`src/pkg/usart_cg_pkg.sv`:
```
package usart_cg_pkg;
  // register indices on the plain register port
  localparam logic [2:0] ADDR_CTRL_STATUS_A  = 3'h0; // double speed, frame error, rx data valid
  localparam logic [2:0] ADDR_CTRL_STATUS_B  = 3'h1; // enables, ninth tx bit, char size bit 2
  localparam logic [2:0] ADDR_CTRL_STATUS_C  = 3'h2; // sync select, parity, stop, size, polarity
  localparam logic [2:0] ADDR_BAUD_DIV_LOW   = 3'h3; // divisor bits 7:0, reloads counter
  localparam logic [2:0] ADDR_BAUD_DIV_HIGH  = 3'h4; // divisor bits 11:8
  localparam logic [2:0] ADDR_DATA           = 3'h5; // write starts tx, read gives rx
  localparam logic [2:0] ADDR_RX_NINTH       = 3'h6; // received ninth bit and parity error
  // ctrl_status_a fields
  localparam int A_DOUBLE_SPEED = 1;
  localparam int A_FRAME_ERROR  = 4;
  localparam int A_RX_VALID     = 7;
  localparam int A_TX_BUSY      = 5;
  // ctrl_status_b fields
  localparam int B_TX_NINTH     = 0;
  localparam int B_SIZE2        = 2;
  localparam int B_TX_ENABLE    = 3;
  localparam int B_RX_ENABLE    = 4;
  localparam int B_XCK_OUTPUT   = 5;
  // ctrl_status_c fields
  localparam int C_POLARITY     = 0;
  localparam int C_SIZE_LO      = 1;
  localparam int C_STOP2        = 3;
  localparam int C_PARITY_LO    = 4;
  localparam int C_SYNC_MODE    = 6;
  // reset values
  localparam logic [7:0] RESET_A = 8'h00;
  localparam logic [7:0] RESET_B = 8'h00;
  localparam logic [7:0] RESET_C = 8'h06;
  // divisor and sample counts
  localparam int DIV_WIDTH      = 12;
  localparam logic [4:0] SAMPLES_NORMAL = 5'h10;
  localparam logic [4:0] SAMPLES_DOUBLE = 5'h08;
  localparam logic [4:0] SAMPLES_SYNC   = 5'h02;
  // parity mode encodings and the nine-bit char size code
  localparam logic [1:0] PARITY_NONE = 2'h0;
  localparam logic [1:0] PARITY_EVEN = 2'h2;
  localparam logic [1:0] PARITY_ODD  = 2'h3;
  localparam logic [2:0] SIZE_NINE   = 3'h7;
  // frame states
  typedef enum logic [2:0] {ST_IDLE, ST_START, ST_DATA, ST_PARITY, ST_STOP1, ST_STOP2} frame_state_e;
  // data bits for a char size code
  function automatic logic [3:0] dataBits(input logic [2:0] size);
    if (size == SIZE_NINE)
      return 4'h9;
    else if (size > 3'h3)
      return 4'h8;
    else
      return 4'(size) + 4'h5;
  endfunction
  // parity of a 9-bit character limited to its width
  function automatic logic parityOf(input logic [8:0] d, input logic [3:0] n, input logic odd);
    logic p;
    p = odd;
    for (int i = 0; i < 9; i++)
      if (4'(i) < n)
        p = p ^ d[i];
    return p;
  endfunction
endpackage

```
`src/pkg/usart_tick_if.sv`:
```
`timescale 1ns/10ps
`default_nettype none
// ticks handed from clock generation to the serial engine
interface usart_tick_if;
  logic baudTick; // one per divisor expiry
  logic syncMode; // synchronous selected
  logic master;   // synchronous master
  logic txEdge;   // data change edge in slave mode
  logic rxEdge;   // data sample edge in slave mode
  modport gen  (output baudTick, txEdge, rxEdge, input syncMode, master);
  modport user (input baudTick, txEdge, rxEdge, output syncMode, master);
endinterface
`default_nettype wire

```
`src/rtl/usart_baud_gen.sv`:
```
`timescale 1ns/10ps
`default_nettype none
// baud down-counter plus external clock synchroniser and edge detect
module usart_baud_gen
  import usart_cg_pkg::*;
#(
  parameter int WIDTH = usart_cg_pkg::DIV_WIDTH
)(
  // clock and reset
  input  wire logic              clock,
  input  wire logic              rst_b,
  // configuration
  input  wire logic [WIDTH-1:0]  divisor,
  input  wire logic              reloadNow,
  input  wire logic              polarity,
  // external transfer clock pin level
  input  wire logic              extClockIn,
  // tick carrier
  usart_tick_if.gen              ticks
);
  logic [WIDTH-1:0] count;      // down-counter
  logic [WIDTH-1:0] next_count;
  logic             syncA;      // first synchroniser stage
  logic             syncB;      // second stage
  logic             syncC;      // previous for edge detect
  logic             next_tick;
  logic             next_txEdge;
  logic             next_rxEdge;

  // counter reload and tick
  always_comb
  begin
    next_tick = 1'b0;
    if (reloadNow)
      next_count = divisor;
    else if (count == '0)
    begin
      next_count = divisor;
      next_tick = 1'b1;
    end
    else
      next_count = count - 1'b1;
    // edge detect after synchroniser
    next_txEdge = 1'b0;
    next_rxEdge = 1'b0;
    if (ticks.syncMode && !ticks.master)
    begin
      next_txEdge = polarity ? (syncC & ~syncB) : (~syncC & syncB);
      next_rxEdge = polarity ? (~syncC & syncB) : (syncC & ~syncB);
    end
  end

  // registers
  always_ff @(posedge clock)
  begin
    if (!rst_b)
    begin
      count <= '0;
      syncA <= 1'b0;
      syncB <= 1'b0;
      syncC <= 1'b0;
      ticks.baudTick <= 1'b0;
      ticks.txEdge <= 1'b0;
      ticks.rxEdge <= 1'b0;
    end
    else
    begin
      count <= next_count;
      syncA <= extClockIn;
      syncB <= syncA;
      syncC <= syncB;
      ticks.baudTick <= next_tick;
      ticks.txEdge <= next_txEdge;
      ticks.rxEdge <= next_rxEdge;
    end
  end

  a_tick_at_zero: assert property (@(posedge clock) disable iff (!rst_b)
    (count == '0 && !reloadNow) |=> ticks.baudTick)
    else $error("no tick after zero");
  a_reload_low: assert property (@(posedge clock) disable iff (!rst_b)
    reloadNow |=> (count == $past(divisor)))
    else $error("low write did not reload");
endmodule
`default_nettype wire

```
`src/rtl/usart_frame_fmt.sv`:
```
`timescale 1ns/10ps
`default_nettype none
// holds shared frame format and mode settings
module usart_frame_fmt
  import usart_cg_pkg::*;
(
  // clock and reset
  input  wire logic       clock,
  input  wire logic       rst_b,
  // register writes
  input  wire logic       wrB,
  input  wire logic       wrC,
  input  wire logic [7:0] wrData,
  // settings
  output logic [7:0]      regB,
  output logic [7:0]      regC
);
  logic [7:0] next_regB; // control b
  logic [7:0] next_regC; // control c

  // write decode
  always_comb
  begin
    next_regB = wrB ? wrData : regB;
    next_regC = wrC ? wrData : regC;
  end

  // register
  always_ff @(posedge clock)
  begin
    if (!rst_b)
    begin
      regB <= RESET_B;
      regC <= RESET_C;
    end
    else
    begin
      regB <= next_regB;
      regC <= next_regC;
    end
  end
endmodule
`default_nettype wire

```
`src/rtl/usart_clock_frame.sv`:
```
// The register offsets and strobed register access are this design's own decisions.
`timescale 1ns/10ps
`default_nettype none
module usart_clock_frame
  import usart_cg_pkg::*;
(
  // clock and reset
  input  wire logic       clock,
  input  wire logic       rst_b,
  // register port
  input  wire logic [2:0] addr,
  input  wire logic [7:0] wrData,
  input  wire logic       wrStrobe,
  input  wire logic       rdStrobe,
  output logic [7:0]      rdData,
  // serial pins
  output logic            serialTxPin,
  input  wire logic       serialRxPin,
  // transfer clock pin, enable low while driving
  input  wire logic       transferClockIn,
  output logic            transferClockOut,
  output logic            transferClockOe_n
);
  usart_tick_if ticks ();
  logic [7:0]  regA;          // status a stored bits
  logic [7:0]  regB;          // control b
  logic [7:0]  regC;          // control c
  logic [11:0] baudDivisor;   // twelve-bit divisor
  logic [11:0] next_baudDivisor;
  logic [1:0]  rxSyncPin;     // rx pin synchroniser
  logic [2:0]  charSize;
  logic [3:0]  nBits;
  logic [1:0]  parityMode;
  logic        syncMode;
  logic        master;
  logic [4:0]  samples;
  logic        txEnable;
  logic        rxEnable;
  logic        bitTick;       // transmit bit step
  logic        sampleTick;    // receive sub-sample
  // transmitter state
  frame_state_e txState, next_txState;
  logic [4:0]  txDiv, next_txDiv;
  logic [8:0]  txShift, next_txShift;
  logic [3:0]  txCount, next_txCount;
  logic        txOut, next_txOut;
  logic        txParity, next_txParity;
  logic [8:0]  txHold, next_txHold;
  logic        txPending, next_txPending;
  logic        xckOut, next_xckOut;
  // receiver state
  frame_state_e rxState, next_rxState;
  logic [4:0]  rxDiv, next_rxDiv;
  logic [8:0]  rxShift, next_rxShift;
  logic [3:0]  rxCount, next_rxCount;
  logic [8:0]  rxData, next_rxData;
  logic        rxValid, next_rxValid;
  logic        frameErr, next_frameErr;
  logic        parErr, next_parErr;
  logic        rxBit;
  logic        rxStep;
  logic [7:0]  next_rdData;
  logic [7:0]  next_regA;

  // settings decode, shared by both directions
  assign charSize   = {regB[B_SIZE2], regC[C_SIZE_LO+1:C_SIZE_LO]};
  assign nBits      = dataBits(charSize);
  assign parityMode = regC[C_PARITY_LO+1:C_PARITY_LO];
  assign syncMode   = regC[C_SYNC_MODE];
  assign master     = regB[B_XCK_OUTPUT];
  assign txEnable   = regB[B_TX_ENABLE];
  assign rxEnable   = regB[B_RX_ENABLE];
  assign ticks.syncMode = syncMode;
  assign ticks.master   = master;
  assign rxBit      = rxSyncPin[1];

  // recovery length: async 16 or 8, sync master 2
  always_comb
  begin
    if (syncMode)
      samples = SAMPLES_SYNC;
    else if (regA[A_DOUBLE_SPEED])
      samples = SAMPLES_DOUBLE;
    else
      samples = SAMPLES_NORMAL;
  end

  // slave edges replace ticks
  always_comb
  begin
    if (syncMode && !master)
    begin
      bitTick = ticks.txEdge;
      sampleTick = ticks.rxEdge;
    end
    else
    begin
      bitTick = ticks.baudTick && (txDiv == samples - 5'h01);
      sampleTick = ticks.baudTick;
    end
  end

  usart_baud_gen #(.WIDTH(DIV_WIDTH)) baudGen (
    .clock      (clock),
    .rst_b      (rst_b),
    .divisor    (next_baudDivisor),
    .reloadNow  (wrStrobe && addr == ADDR_BAUD_DIV_LOW),
    .polarity   (regC[C_POLARITY]),
    .extClockIn (transferClockIn),
    .ticks      (ticks)
  );

  usart_frame_fmt fmt (
    .clock  (clock),
    .rst_b  (rst_b),
    .wrB    (wrStrobe && addr == ADDR_CTRL_STATUS_B),
    .wrC    (wrStrobe && addr == ADDR_CTRL_STATUS_C),
    .wrData (wrData),
    .regB   (regB),
    .regC   (regC)
  );

  // register writes, divisor and read mux
  always_comb
  begin
    next_baudDivisor = baudDivisor;
    next_regA = regA;
    if (wrStrobe && addr == ADDR_BAUD_DIV_LOW)
      next_baudDivisor[7:0] = wrData;
    if (wrStrobe && addr == ADDR_BAUD_DIV_HIGH)
      next_baudDivisor[11:8] = wrData[3:0];
    if (wrStrobe && addr == ADDR_CTRL_STATUS_A)
      next_regA[A_DOUBLE_SPEED] = wrData[A_DOUBLE_SPEED];
    next_rdData = 8'h00;
    if (rdStrobe)
      case (addr)
        ADDR_CTRL_STATUS_A: next_rdData = {rxValid, 1'b0, txPending || txState != ST_IDLE, frameErr,
                                           2'b00, regA[A_DOUBLE_SPEED], 1'b0};
        ADDR_CTRL_STATUS_B: next_rdData = regB;
        ADDR_CTRL_STATUS_C: next_rdData = regC;
        ADDR_BAUD_DIV_LOW:  next_rdData = baudDivisor[7:0];
        ADDR_BAUD_DIV_HIGH: next_rdData = {4'h0, baudDivisor[11:8]};
        ADDR_DATA:          next_rdData = rxData[7:0];
        ADDR_RX_NINTH:      next_rdData = {6'h00, parErr, rxData[8]};
        default:            next_rdData = 8'h00;
      endcase
  end

  // transmitter next state
  always_comb
  begin
    next_txState = txState;
    next_txDiv = txDiv;
    next_txShift = txShift;
    next_txCount = txCount;
    next_txOut = txOut;
    next_txParity = txParity;
    next_txHold = txHold;
    next_txPending = txPending;
    next_xckOut = xckOut;
    if (wrStrobe && addr == ADDR_DATA)
    begin
      next_txHold = {regB[B_TX_NINTH], wrData};
      next_txPending = 1'b1;
    end
    // master clock toggles on each baud tick, idle at polarity level
    if (syncMode && master && ticks.baudTick)
      next_xckOut = ~xckOut;
    else if (!(syncMode && master))
      next_xckOut = regC[C_POLARITY];
    if (ticks.baudTick && !(syncMode && !master))
      next_txDiv = (txDiv == samples - 5'h01) ? 5'h00 : txDiv + 5'h01;
    if (bitTick)
      case (txState)
        ST_IDLE:
          if (txPending && txEnable)
          begin
            next_txShift = txHold;
            next_txParity = parityOf(txHold, nBits, parityMode == PARITY_ODD);
            next_txPending = 1'b0;
            next_txOut = 1'b0;
            next_txCount = 4'h0;
            next_txState = ST_START;
          end
          else
            next_txOut = 1'b1;
        ST_START, ST_DATA:
          begin
            next_txOut = txShift[0];
            next_txShift = {1'b0, txShift[8:1]};
            next_txCount = txCount + 4'h1;
            next_txState = (txCount + 4'h1 == nBits) ? ((parityMode == PARITY_NONE) ? ST_STOP1 : ST_PARITY) : ST_DATA;
          end
        ST_PARITY:
          begin
            next_txOut = txParity;
            next_txState = ST_STOP1;
          end
        ST_STOP1:
          begin
            next_txOut = 1'b1;
            next_txState = regC[C_STOP2] ? ST_STOP2 : ST_IDLE;
          end
        ST_STOP2:
          begin
            next_txOut = 1'b1;
            next_txState = ST_IDLE;
          end
        default: next_txState = ST_IDLE;
      endcase
    if (txState == ST_DATA && bitTick && txCount == nBits)
      next_txState = ST_IDLE;
  end

  // receiver next state, mid-bit sampling
  always_comb
  begin
    next_rxState = rxState;
    next_rxDiv = rxDiv;
    next_rxShift = rxShift;
    next_rxCount = rxCount;
    next_rxData = rxData;
    next_rxValid = rxValid;
    next_frameErr = frameErr;
    next_parErr = parErr;
    rxStep = 1'b0;
    if (rdStrobe && addr == ADDR_DATA)
      next_rxValid = 1'b0;
    if (sampleTick)
    begin
      if (syncMode)
        rxStep = 1'b1;
      else
      begin
        next_rxDiv = rxDiv + 5'h01;
        rxStep = (rxDiv == (samples >> 1) - 5'h01);
        if (rxDiv == samples - 5'h01)
          next_rxDiv = 5'h00;
      end
    end
    if (rxState == ST_IDLE)
    begin
      next_rxDiv = 5'h00;
      if (sampleTick && rxEnable && !rxBit)
      begin
        next_rxState = ST_START;
        next_rxDiv = syncMode ? 5'h00 : 5'h01;
        next_rxCount = 4'h0;
        if (syncMode)
          next_rxState = ST_DATA;
      end
    end
    else if (rxStep)
      case (rxState)
        ST_START: next_rxState = rxBit ? ST_IDLE : ST_DATA;
        ST_DATA:
          begin
            next_rxShift = {rxBit, rxShift[8:1]};
            next_rxCount = rxCount + 4'h1;
            if (rxCount + 4'h1 == nBits)
              next_rxState = (parityMode == PARITY_NONE) ? ST_STOP1 : ST_PARITY;
          end
        ST_PARITY:
          begin
            next_parErr = rxBit != parityOf(rxShift >> (4'h9 - nBits), nBits, parityMode == PARITY_ODD);
            next_rxState = ST_STOP1;
          end
        ST_STOP1:
          begin
            next_frameErr = !rxBit;
            next_rxData = rxShift >> (4'h9 - nBits);
            next_rxValid = 1'b1;
            next_rxState = ST_IDLE;
          end
        default: next_rxState = ST_IDLE;
      endcase
  end

  // all registers
  always_ff @(posedge clock)
  begin
    if (!rst_b)
    begin
      regA <= RESET_A;
      baudDivisor <= '0;
      rdData <= 8'h00;
      rxSyncPin <= 2'b11;
      txState <= ST_IDLE;
      txDiv <= 5'h00;
      txShift <= 9'h000;
      txCount <= 4'h0;
      txOut <= 1'b1;
      txParity <= 1'b0;
      txHold <= 9'h000;
      txPending <= 1'b0;
      xckOut <= 1'b0;
      rxState <= ST_IDLE;
      rxDiv <= 5'h00;
      rxShift <= 9'h000;
      rxCount <= 4'h0;
      rxData <= 9'h000;
      rxValid <= 1'b0;
      frameErr <= 1'b0;
      parErr <= 1'b0;
      serialTxPin <= 1'b1;
      transferClockOut <= 1'b0;
      transferClockOe_n <= 1'b1;
    end
    else
    begin
      regA <= next_regA;
      baudDivisor <= next_baudDivisor;
      rdData <= next_rdData;
      rxSyncPin <= {rxSyncPin[0], serialRxPin};
      txState <= next_txState;
      txDiv <= next_txDiv;
      txShift <= next_txShift;
      txCount <= next_txCount;
      txOut <= next_txOut;
      txParity <= next_txParity;
      txHold <= next_txHold;
      txPending <= next_txPending;
      xckOut <= next_xckOut;
      rxState <= next_rxState;
      rxDiv <= next_rxDiv;
      rxShift <= next_rxShift;
      rxCount <= next_rxCount;
      rxData <= next_rxData;
      rxValid <= next_rxValid;
      frameErr <= next_frameErr;
      parErr <= next_parErr;
      serialTxPin <= txEnable ? next_txOut : 1'b1;
      transferClockOut <= next_xckOut;
      transferClockOe_n <= !(syncMode && master);
    end
  end

  a_pin_idle_async: assert property (@(posedge clock) disable iff (!rst_b)
    !syncMode |=> transferClockOe_n)
    else $error("clock pin driven in async mode");
  a_start_low: assert property (@(posedge clock) disable iff (!rst_b)
    (txState == ST_START) |-> !txOut)
    else $error("start bit not low");
  a_stop_high: assert property (@(posedge clock) disable iff (!rst_b)
    (txState == ST_STOP2 || txState == ST_IDLE) |-> txOut)
    else $error("stop bit not high");
  a_div_normal: assert property (@(posedge clock) disable iff (!rst_b)
    (!syncMode && !regA[A_DOUBLE_SPEED]) |-> samples == 5'h10)
    else $error("normal divide wrong");
  a_div_double: assert property (@(posedge clock) disable iff (!rst_b)
    (!syncMode && regA[A_DOUBLE_SPEED]) |-> samples == 5'h08)
    else $error("double divide wrong");
  a_div_sync: assert property (@(posedge clock) disable iff (!rst_b)
    syncMode |-> samples == 5'h02)
    else $error("sync divide wrong");
  a_slave_edges: assert property (@(posedge clock) disable iff (!rst_b)
    (syncMode && !master) |-> (bitTick == ticks.txEdge))
    else $error("slave shift not from edge");
  a_nine_bits: assert property (@(posedge clock) disable iff (!rst_b)
    (charSize == SIZE_NINE) |-> nBits == 4'h9)
    else $error("size seven not nine bits");
  c_frame_sent: cover property (@(posedge clock) disable iff (!rst_b)
    txState == ST_STOP1 ##1 txState == ST_IDLE);
  c_frame_rx: cover property (@(posedge clock) disable iff (!rst_b)
    $rose(rxValid));
  c_frame_err: cover property (@(posedge clock) disable iff (!rst_b)
    $rose(frameErr));
endmodule
`default_nettype wire

```
`config.mk`:
```
export PLATFORM = sky130hd
export DESIGN_NAME = usart_clock_frame
export DESIGN_NICKNAME = d
export VERILOG_FILES = /design/src/pkg/usart_cg_pkg.sv /design/src/pkg/usart_tick_if.sv /design/src/rtl/usart_baud_gen.sv /design/src/rtl/usart_frame_fmt.sv /design/src/rtl/usart_clock_frame.sv
export SDC_FILE = /design/constraint.sdc
export NUM_CORES = 1
export LEC_CHECK = 0
export BUFFER_PORTS_ARGS = -buffer_cell sky130_fd_sc_hd__buf_2
export CORE_ASPECT_RATIO = 0.5
export CORE_MARGIN = 3
export CORE_UTILIZATION = 56
export DETAILED_ROUTE_END_ITERATION = 7
export GPL_ROUTABILITY_DRIVEN = 0
export PLACE_DENSITY = 0.83
export SLEW_MARGIN = 20
export SYNTH_ARGS = -nofsm -noshare
export SYNTH_HDL_FRONTEND = slang
export SYNTH_SLANG_ARGS = --single-unit
```
`constraint.sdc`:
```
create_clock -name clock -period 3.1 [get_ports clock]
set_clock_uncertainty 0.05 [all_clocks]
set_input_delay 0.31 -clock clock [delete_from_list [all_inputs] [get_ports clock]]
set_output_delay 0.31 -clock clock [all_outputs]
set_load 0.005 [all_outputs]
```
==> results of run 1 <==
[flip-flops by register name, indices dropped and copies added (netlist names), 2 cells and up]
signal         count
rxCount            4
baudDivisor       12
txDiv              5
rxShift            9
baudGen.count     12
txHold             9
fmt.regB           8
rxState            3
txState            3
txCount            4
rdData             8
fmt.regC           8
txShift            9
rxDiv              5
rxSyncPin          2
rxData             9
[power by group]
part	leakage [nW]	internal, W	total (W)	switching (W)
Sequential	1.02	0.00170	0.00178	0.0000730
Combinational	1.44	0.000313	0.000717	0.000404
Clock	0.277	0.00112	0.00192	0.000803
Total	2.73	0.00313	0.00441	0.00128
[Yosys cell counts, drive strengths merged, types with 8 or more instances]
cell      n
a211oi   18
ha       10
o21ai    32
nand3b   11
nor2    108
nand2b    8
nand2   111
and2     10
dfxtp   126
xnor2    32
xor2     11
mux2i    35
nand3    28
clkbuf   28
a21oi    91
a22oi    13
buf      16
inv      15
nor3     16
nor2b    18
[per-layer routing]
layer  vias to the layer above  global-route usage (%)  routed length, um
met5                         -                       0                  0
met4                         0                    9.76                431
met3                        52                    5.58               1720
met2                       344                    42.1               8190
met1                      2956                    36.6               7640
li1                       2950                       -                  -
[cells by family (layout without fill, tap and decap cells)]
group | after synthesis | after routing | synth area share [%]
muxes | 41 | 41 | 6.46
AOI/OAI and AO/OA | 201 | 201 | 19.2
and+or+nand+nor | 340 | 340 | 24.1
xor gates and xnor gates | 44 | 44 | 6.12
adders and majority gates | 11 | 11 | 2.03
DFF | 126 | 126 | 38.0
buffers and inverters | 60 | 96 | 4.11
[critical path: stages, from the launching register on]
cell,delay (ps)
dfxtp_4,380
ha_4,190
ha_4,190
nor2b_1,160
o21a_2,180
inv_2,50
ha_4,270
inv_1,100
nor3_1,190
a31oi_1,90
a21oi_1,200
xnor2_1,140
xnor3_1,420
xnor2_1,140
a21oi_1,80
[area by class of cell]
| type | count | area (um2) |
|---|---|---|
| flip-flops and latches | 126 | 2530 |
| multi-input cells | 637 | 3920 |
| fillers | 892 | 3720 |
| well taps | 159 | 199 |
| clock buffers | 18 | 429 |
| clock inverters | 14 | 134 |
| inverters | 16 | 60.1 |
| repair buffers | 48 | 293 |
[how the worst min path moves through the flow]
stage / from / end / slack [ps] / cells after the start
floorplan: rxSyncPin[0]$_SDFF_PN1_ / rxSyncPin[1]$_SDFF_PN1_ / 340 / 1
global placement: baudGen.syncA$_SDFF_PN0_ / baudGen.syncB$_SDFF_PN0_ / 360 / 1
detailed placement: rxSyncPin[0]$_SDFF_PN1_ / rxSyncPin[1]$_SDFF_PN1_ / 370 / 1
CTS: serialRxPin / rxSyncPin[0]$_SDFF_PN1_ / 10 / 2
global route: serialRxPin / rxSyncPin[0]$_SDFF_PN1_ / 30 / 2
finish: serialRxPin / rxSyncPin[0]$_SDFF_PN1_ / 10 / 2
[stage by stage]
step / hold slack [ps] / instance area [um2] / std cells / worst slack, ps / setup TNS, ps
finish: 12.6 / 7560 / 1018 / 144 / 0
global route: 27.8 / 7560 / 1018 / -37.2 / -37.2
CTS: 10.6 / 7500 / 1015 / 48.2 / 0
detailed placement: 370 / 6910 / 982 / -65.6 / -65.6
global placement: 364 / 6910 / 982 / 124 / 0
floorplan: 336 / 6660 / 823 / 14.0 / 0
[what timing repair did]
item	in CTS	in global routing
setup endpoints to repair	1	2
buffers inserted	1	3
pin swaps	1	3
resized for setup	3	8
gates cloned	0	0
==> flow_summary.ini, run 1 <==
[clock_network]
cts-hold-fix-buffers = 0
cts_tree = yes
clk_pin_slew_ps = 60
clockRootBuffer = clkbuf_16
cts.sinks = 126
numCtsBuffers = 17
htree_levels = 4
cts_buffer_depth = 2
insertion_delay_ps = 420

[logic_synthesis]
synth_area_per_cell_um2 = 8.07
syn-num-nets = 850
syn_area_mm2 = 0.00664
yosysTopAreaCell = dfxtp_1
synth_warnings = 0
synth.ff_latch_count = 126
yosysSeqAreaShare_pct = 38.0
synth_edf_count = 0
synthDistinctLibCells = 82
synth.top_cell.area_share_pct = 38.0
synthTopCellsByArea = dfxtp_1, a21oi_1, nand2_1
async_flop_share_pct = 0
synthFlopType = dfxtp_1
syn_inst = 823

[worst_setup_path]
end_kind = flop
crit_type = reg2reg
cp-start-kind = flop
reg2regPathDepth = 14
cp.required_ps = 3340
worstReg2RegEnd = parErr$_SDFFE_PN0P_
reg2reg_slack_ps = 140
r2r-start = fmt.regC[2]$_SDFFE_PN1P_
crit_path_end = parErr$_SDFFE_PN0P_
crit_start = fmt.regC[2]$_SDFFE_PN1P_
cp.arrival_ps = 3200
cp_max_fo = 7

[power]
p_total_w = 0.00441
p_leak_nw = 2.73
cellPowerDensity_mw_per_mm2 = 584
irDropWorstVdd_uv = 347

[placement]
dp_hpwl_um = 11800
io_buffers = 27

[layout]
final_util_pct = 67.0
n_antenna_cell = 0
layout_commonest_cell = dfxtp_1
nets = 873
final_cell_mix = dfxtp_1, nand2_1, nor2_1
area_growth_pct = 13.9
drive_gt1_share_pct = 13.7

[global_route]
grt_max_degree = 89
grtUsageTotal_pct = 26.8
overflow = 0
grt_pass1_vias = 5794
grt_pass1_wl_um = 29200
grt_antenna_before_repair = 0

[floorplanning]
core_mm2 = 0.0113
fp-row-count = 27
initial_core_util_pct = 58.9
io_pins = 28
dieArea_mm2 = 0.0133
die_h_um = 83.0
die_x_um = 160

[route]
vias_per_cell = 6.19
antenna_left = 0
drc = 0
wl_per_cell_um = 17.7
drt_iter0_drc = 779
firstDrtPassIters = 6
wl_um = 18000
vias = 6302

[sta]
period_share_pct = 95.3
relSlewSlack_pct = 38.1
hold_viol = 0
drv_slew = 0
max_freq_ghz = 0.338
setup_viol = 0
finalCriticalPeriod_ps = 2960
worstMarginPinSlew_ps = 928

[outcome]
status = complete, no violations

[flow_run]
drv_cap = 0

[hold_path]
min_path_type = in2reg
Power figures use the tool's default switching activity.
==> run 2, diff against run 1 <==
Settings changed: CORE_UTILIZATION 56 to 45, PLACE_DENSITY 0.83 to 0.68.
Clock period 3.1 ns to 3.76 ns, I/O delays scaled along.
==> flow_summary.ini, run 2 (synthesized netlist as in run 1, its figures left out) <==
[floorplanning]
dieArea_mm2 = 0.0163
die_x_um = 178
fp-row-count = 30
die_h_um = 91.9
core_mm2 = 0.0140
initial_core_util_pct = 47.4
io_pins = 28

[sta]
max_freq_ghz = 0.283
relSlewSlack_pct = 38.3
rsz0062_at_grt = false
setup_viol = 0
period_share_pct = 93.9
worst_hold_slack_ps = 88.8
drv_slew = 0
worstMarginPinSlew_ps = 925
hold_viol = 0
finalCriticalPeriod_ps = 3530
fin_tns_setup_ps = 0

[hold_path]
worstHoldStart = serialRxPin
min_path_type = in2reg
whs_path_depth = 2
holdPathEnd = rxSyncPin[0]$_SDFF_PN1_

[worst_setup_path]
end_kind = flop
crit_cells = 14
r2r-start = fmt.regC[2]$_SDFFE_PN1P_
critical-path-top-delay-family = adder cells
cp.arrival_ps = 3770
crit_path_top_delay_cell = xnor3_1
crit_type = reg2reg
crit_buf_inv = 2
cp_max_fo = 15
cp-start-kind = flop
worstReg2RegEnd = parErr$_SDFFE_PN0P_
reg2regPathDepth = 14
reg2reg_slack_ps = 230
cp.required_ps = 4000
slowest_delay_ps = 430
crit_path_cell_trace = ha_1 > ha_1 > nor2b_1 > o21a_4 > inv_2 > ha_2 > inv_1 > nor3_1 > a31oi_1 > a21oi_1 > xnor2_1 > xnor3_1 > xnor2_1 > a21oi_1

[outcome]
status = complete, no violations

[route]
vias = 5871
wl_um = 16900
wl_per_cell_um = 16.3
antenna_left = 0
drt_iter0_drc = 520
vias_per_cell = 5.67
firstDrtPassIters = 5
drc = 0

[layout]
fin_area_mm2 = 0.00743
stdcell_count = 1035
area_growth_pct = 11.9
final_cell_mix = dfxtp_1, nand2_1, nor2_1
top_regs = baudDivisor x12, baudGen.count x12
n_antenna_cell = 0
nets = 858
drive_gt1_share_pct = 11.2
layout_commonest_cell = dfxtp_1

[placement]
dpl.cell_count = 1004
dp_hpwl_um = 11800
place_area_mm2 = 0.00686
io_buffers = 27

[global_route]
grt_pass1_wl_um = 27600
grtUsageTotal_pct = 21.1
overflow = 0
grt_pass1_vias = 5475
grt_antenna_before_repair = 0
grt_max_degree = 89

[power]
seqPwrFrac_pct = 40.5
clockPowerShare_pct = 44.5
cellPowerDensity_mw_per_mm2 = 487
p_int_w = 0.00261
p_leak_nw = 2.64
netSwitchingFraction_pct = 28.0
irDropWorstVdd_uv = 297
p_comb_share_pct = 15.0
switching_power_w = 0.00101

[clock_network]
insertion_delay_ps = 420
cts_buffer_depth = 2
clockRootBuffer = clkbuf_16
numCtsBuffers = 17
cts-hold-fix-buffers = 0
cts_tree = yes
cts.sinks = 126
clk_pin_slew_ps = 60
htree_levels = 4
cts_setup_buffers = 0

[flow_run]
drv_cap = 0
run 2: worst register-to-register path, cell delays in order (launching register included):
cell and delay (ps):
dfxtp_1 400, ha_1 280, ha_1 290, nor2b_1 200, o21a_4 270, inv_2 60, ha_2 410, inv_1 140
nor3_1 200, a31oi_1 90, a21oi_1 180, xnor2_1 140, xnor3_1 430, xnor2_1 180, a21oi_1 80
run 2: worst max path at each step:
stage / end / from
4_1_cts: parErr$_SDFFE_PN0P_ / fmt.regC[2]$_SDFFE_PN1P_
3_5_place_dp: parErr$_SDFFE_PN0P_ / fmt.regC[2]$_SDFFE_PN1P_
6_report: parErr$_SDFFE_PN0P_ / fmt.regC[2]$_SDFFE_PN1P_
2_1_floorplan: parErr$_SDFFE_PN0P_ / fmt.regC[2]$_SDFFE_PN1P_
5_1_grt: parErr$_SDFFE_PN0P_ / fmt.regC[2]$_SDFFE_PN1P_
3_3_place_gp: parErr$_SDFFE_PN0P_ / fmt.regC[2]$_SDFFE_PN1P_
run 2: metrics by stage:
stage	setup slack (ps)	util [%]	total power, W
floorplan	368	-	0.00192
global placement	351	49.0	0.00202
detailed placement	180	49.0	0.00203
CTS	113	53.0	0.00363
global route	42.9	53.1	0.00378
finish	228	53.1	0.00362
run 2: power groups by stage:
stage	registers, W	logic [W]	clock network, W
6_report	0.00147	0.000542	0.00161
5_1_grt	0.00148	0.000611	0.00169
4_1_cts	0.00146	0.000540	0.00163
3_5_place_dp	0.00149	0.000536	0
3_3_place_gp	0.00149	0.000525	0
2_1_floorplan	0.00148	0.000438	0
run 2: routing by layer:
metal  GRT usage (%)  up-vias  part of all wire (%)  wire, um
met3            4.76       30                   6.0      1010
met4            7.25        0                   1.7       292
li1                -     2912                     -         -
met1            29.8     2757                    49      8240
met5               0        -                     0         0
met2            31.7      172                    44      7360
run 2: final cells by class:
| class | count | area [um2] |
|---|---|---|
| Inverter | 16 | 60.1 |
| Clock buffer | 18 | 429 |
| Sequential cell | 126 | 2520 |
| Tap cell | 192 | 240 |
| Clock inverter | 13 | 141 |
| Timing Repair Buffer | 33 | 180 |
| Multi-Input combinational cell | 637 | 3860 |
| Fill cell | 1310 | 6570 |
run 2: what timing repair did:
action | 4_1_cts | 5_1_grt
resized for setup | 0 | 2
hold endpoints to repair | 0 | 0
setup endpoints to repair | 0 | 1
==> run 3, diff against run 2 <==
Settings changed: RECOVER_POWER from default to 50.
==> flow_summary.ini, run 3 (synthesized netlist as in run 1, its figures left out) <==
[floorplanning]
core_mm2 = 0.0140
die_h_um = 91.9
dieArea_mm2 = 0.0163
fp-row-count = 30
die_x_um = 178
io_pins = 28
initial_core_util_pct = 47.4

[clock_network]
cts_setup_buffers = 0
cts.sinks = 126
clk_pin_slew_ps = 60
insertion_delay_ps = 410
cts_buffer_depth = 2
clockRootBuffer = clkbuf_16
cts_tree = yes
htree_levels = 4
numCtsBuffers = 17

[sta]
worstMarginPinSlew_ps = 1800
drv_slew = 89
max_freq_ghz = 0.280
finalCriticalPeriod_ps = 3570
fin_tns_setup_ps = 0
period_share_pct = 94.9
hold_viol = 0
rsz0062_at_grt = false
relSlewSlack_pct = -19.9
setup_viol = 0

[power]
cellPowerDensity_mw_per_mm2 = 487
irDropWorstVdd_uv = 297
p_leak_nw = 2.61

[global_route]
grt_pass1_wl_um = 27600
grtUsageTotal_pct = 21.1
grt_max_degree = 89
grt_antenna_before_repair = 0
grt_pass1_vias = 5475
overflow = 0

[placement]
io_buffers = 27
dp_hpwl_um = 11800
place_area_mm2 = 0.00686

[worst_setup_path]
cp.arrival_ps = 3810
cp-start-kind = flop
crit_type = reg2reg
cp.required_ps = 4000
cp_max_fo = 15
end_kind = flop

[layout]
layout_commonest_cell = dfxtp_1
nets = 858
drive_gt1_share_pct = 10.1
area_growth_pct = 11.8
top_regs = baudDivisor x12, baudGen.count x12
final_cell_mix = dfxtp_1, nand2_1, nor2_1
n_antenna_cell = 0
fin_area_mm2 = 0.00742

[route]
drt_iter0_drc = 466
antenna_left = 0
topRoutingLayerUsed = met4
met3_length_um = 1000
drt-met1-wl_um = 8170
wl_um = 16900
vias_per_cell = 5.68
vias = 5878
drc = 0
firstDrtPassIters = 5
wl_met2_um = 7450
wl_per_cell_um = 16.3

[flow_run]
drv_cap = 1

[outcome]
violations = max-capacitance violations, max-slew violations
status = finished with violations

[hold_path]
min_path_type = in2reg
run 3: where the power goes:
part / switching, W / total, W / leakage (nW) / internal [W]
logic: 0.000315 / 0.000541 / 1.32 / 0.000225
registers: 0.0000592 / 0.00147 / 1.02 / 0.00141
clock network: 0.000637 / 0.00161 / 0.273 / 0.000974
run 3: final cells by class:
type / count / area, um2
Clock inverter: 13 / 141
Clock buffer: 18 / 429
Timing Repair Buffer: 33 / 168
Fill cell: 1314 / 6580
Tap cell: 192 / 240
Inverter: 16 / 60.1
Multi-Input combinational cell: 637 / 3860
Sequential cell: 126 / 2520
run 3: repair_timing:
item / CTS / global route
resized for setup: 0 / 2
hold buffers: 0 / 0
hold endpoints to repair: 0 / 0
setup endpoints to repair: 0 / 1
run 3: routing by layer:
layer,up-vias,track usage (%)
met3,26,4.76
li1,2912,-
met4,0,7.25
met1,2774,29.8
met2,166,31.7
met5,-,0
run 3: worst paths after layout:
| kind | startpoint | end | slack [ps] | cells after the start |
|---|---|---|---|---|
| worst max-delay path | fmt.regC[2]$_SDFFE_PN1P_ | parErr$_SDFFE_PN0P_ | 190 | 14 |
| worst min-delay path | serialRxPin | rxSyncPin[0]$_SDFF_PN1_ | 90 | 2 |
| worst max register to register | fmt.regC[2]$_SDFFE_PN1P_ | parErr$_SDFFE_PN0P_ | 190 | 14 |
| worst min register to register | baudGen.syncA$_SDFF_PN0_ | baudGen.syncB$_SDFF_PN0_ | 390 | 1 |
run 3: through the flow:
stage               worst slack, ps  utilization (%)  cells  hold slack [ps]  total power [W]
floorplan                       368                -    823              336          0.00192
CTS                             113             53.0   1035             84.4          0.00363
global route                   42.9             53.0   1035             99.1          0.00378
global placement                351             49.0   1004              365          0.00202
detailed placement              180             49.0   1004              374          0.00203
finish                          190             53.0   1035             89.1          0.00362
run 3: worst max-delay path: stages (launching register included):
cell     delay, ps
dfxtp_1        400
ha_1           280
ha_1           290
nor2b_1        200
o21a_4         270
inv_2           60
ha_2           410
inv_1          140
nor3_1         230
a31oi_1        100
a21oi_1        180
xnor2_1        140
xnor3_1        430
xnor2_1        180
a21oi_1         80
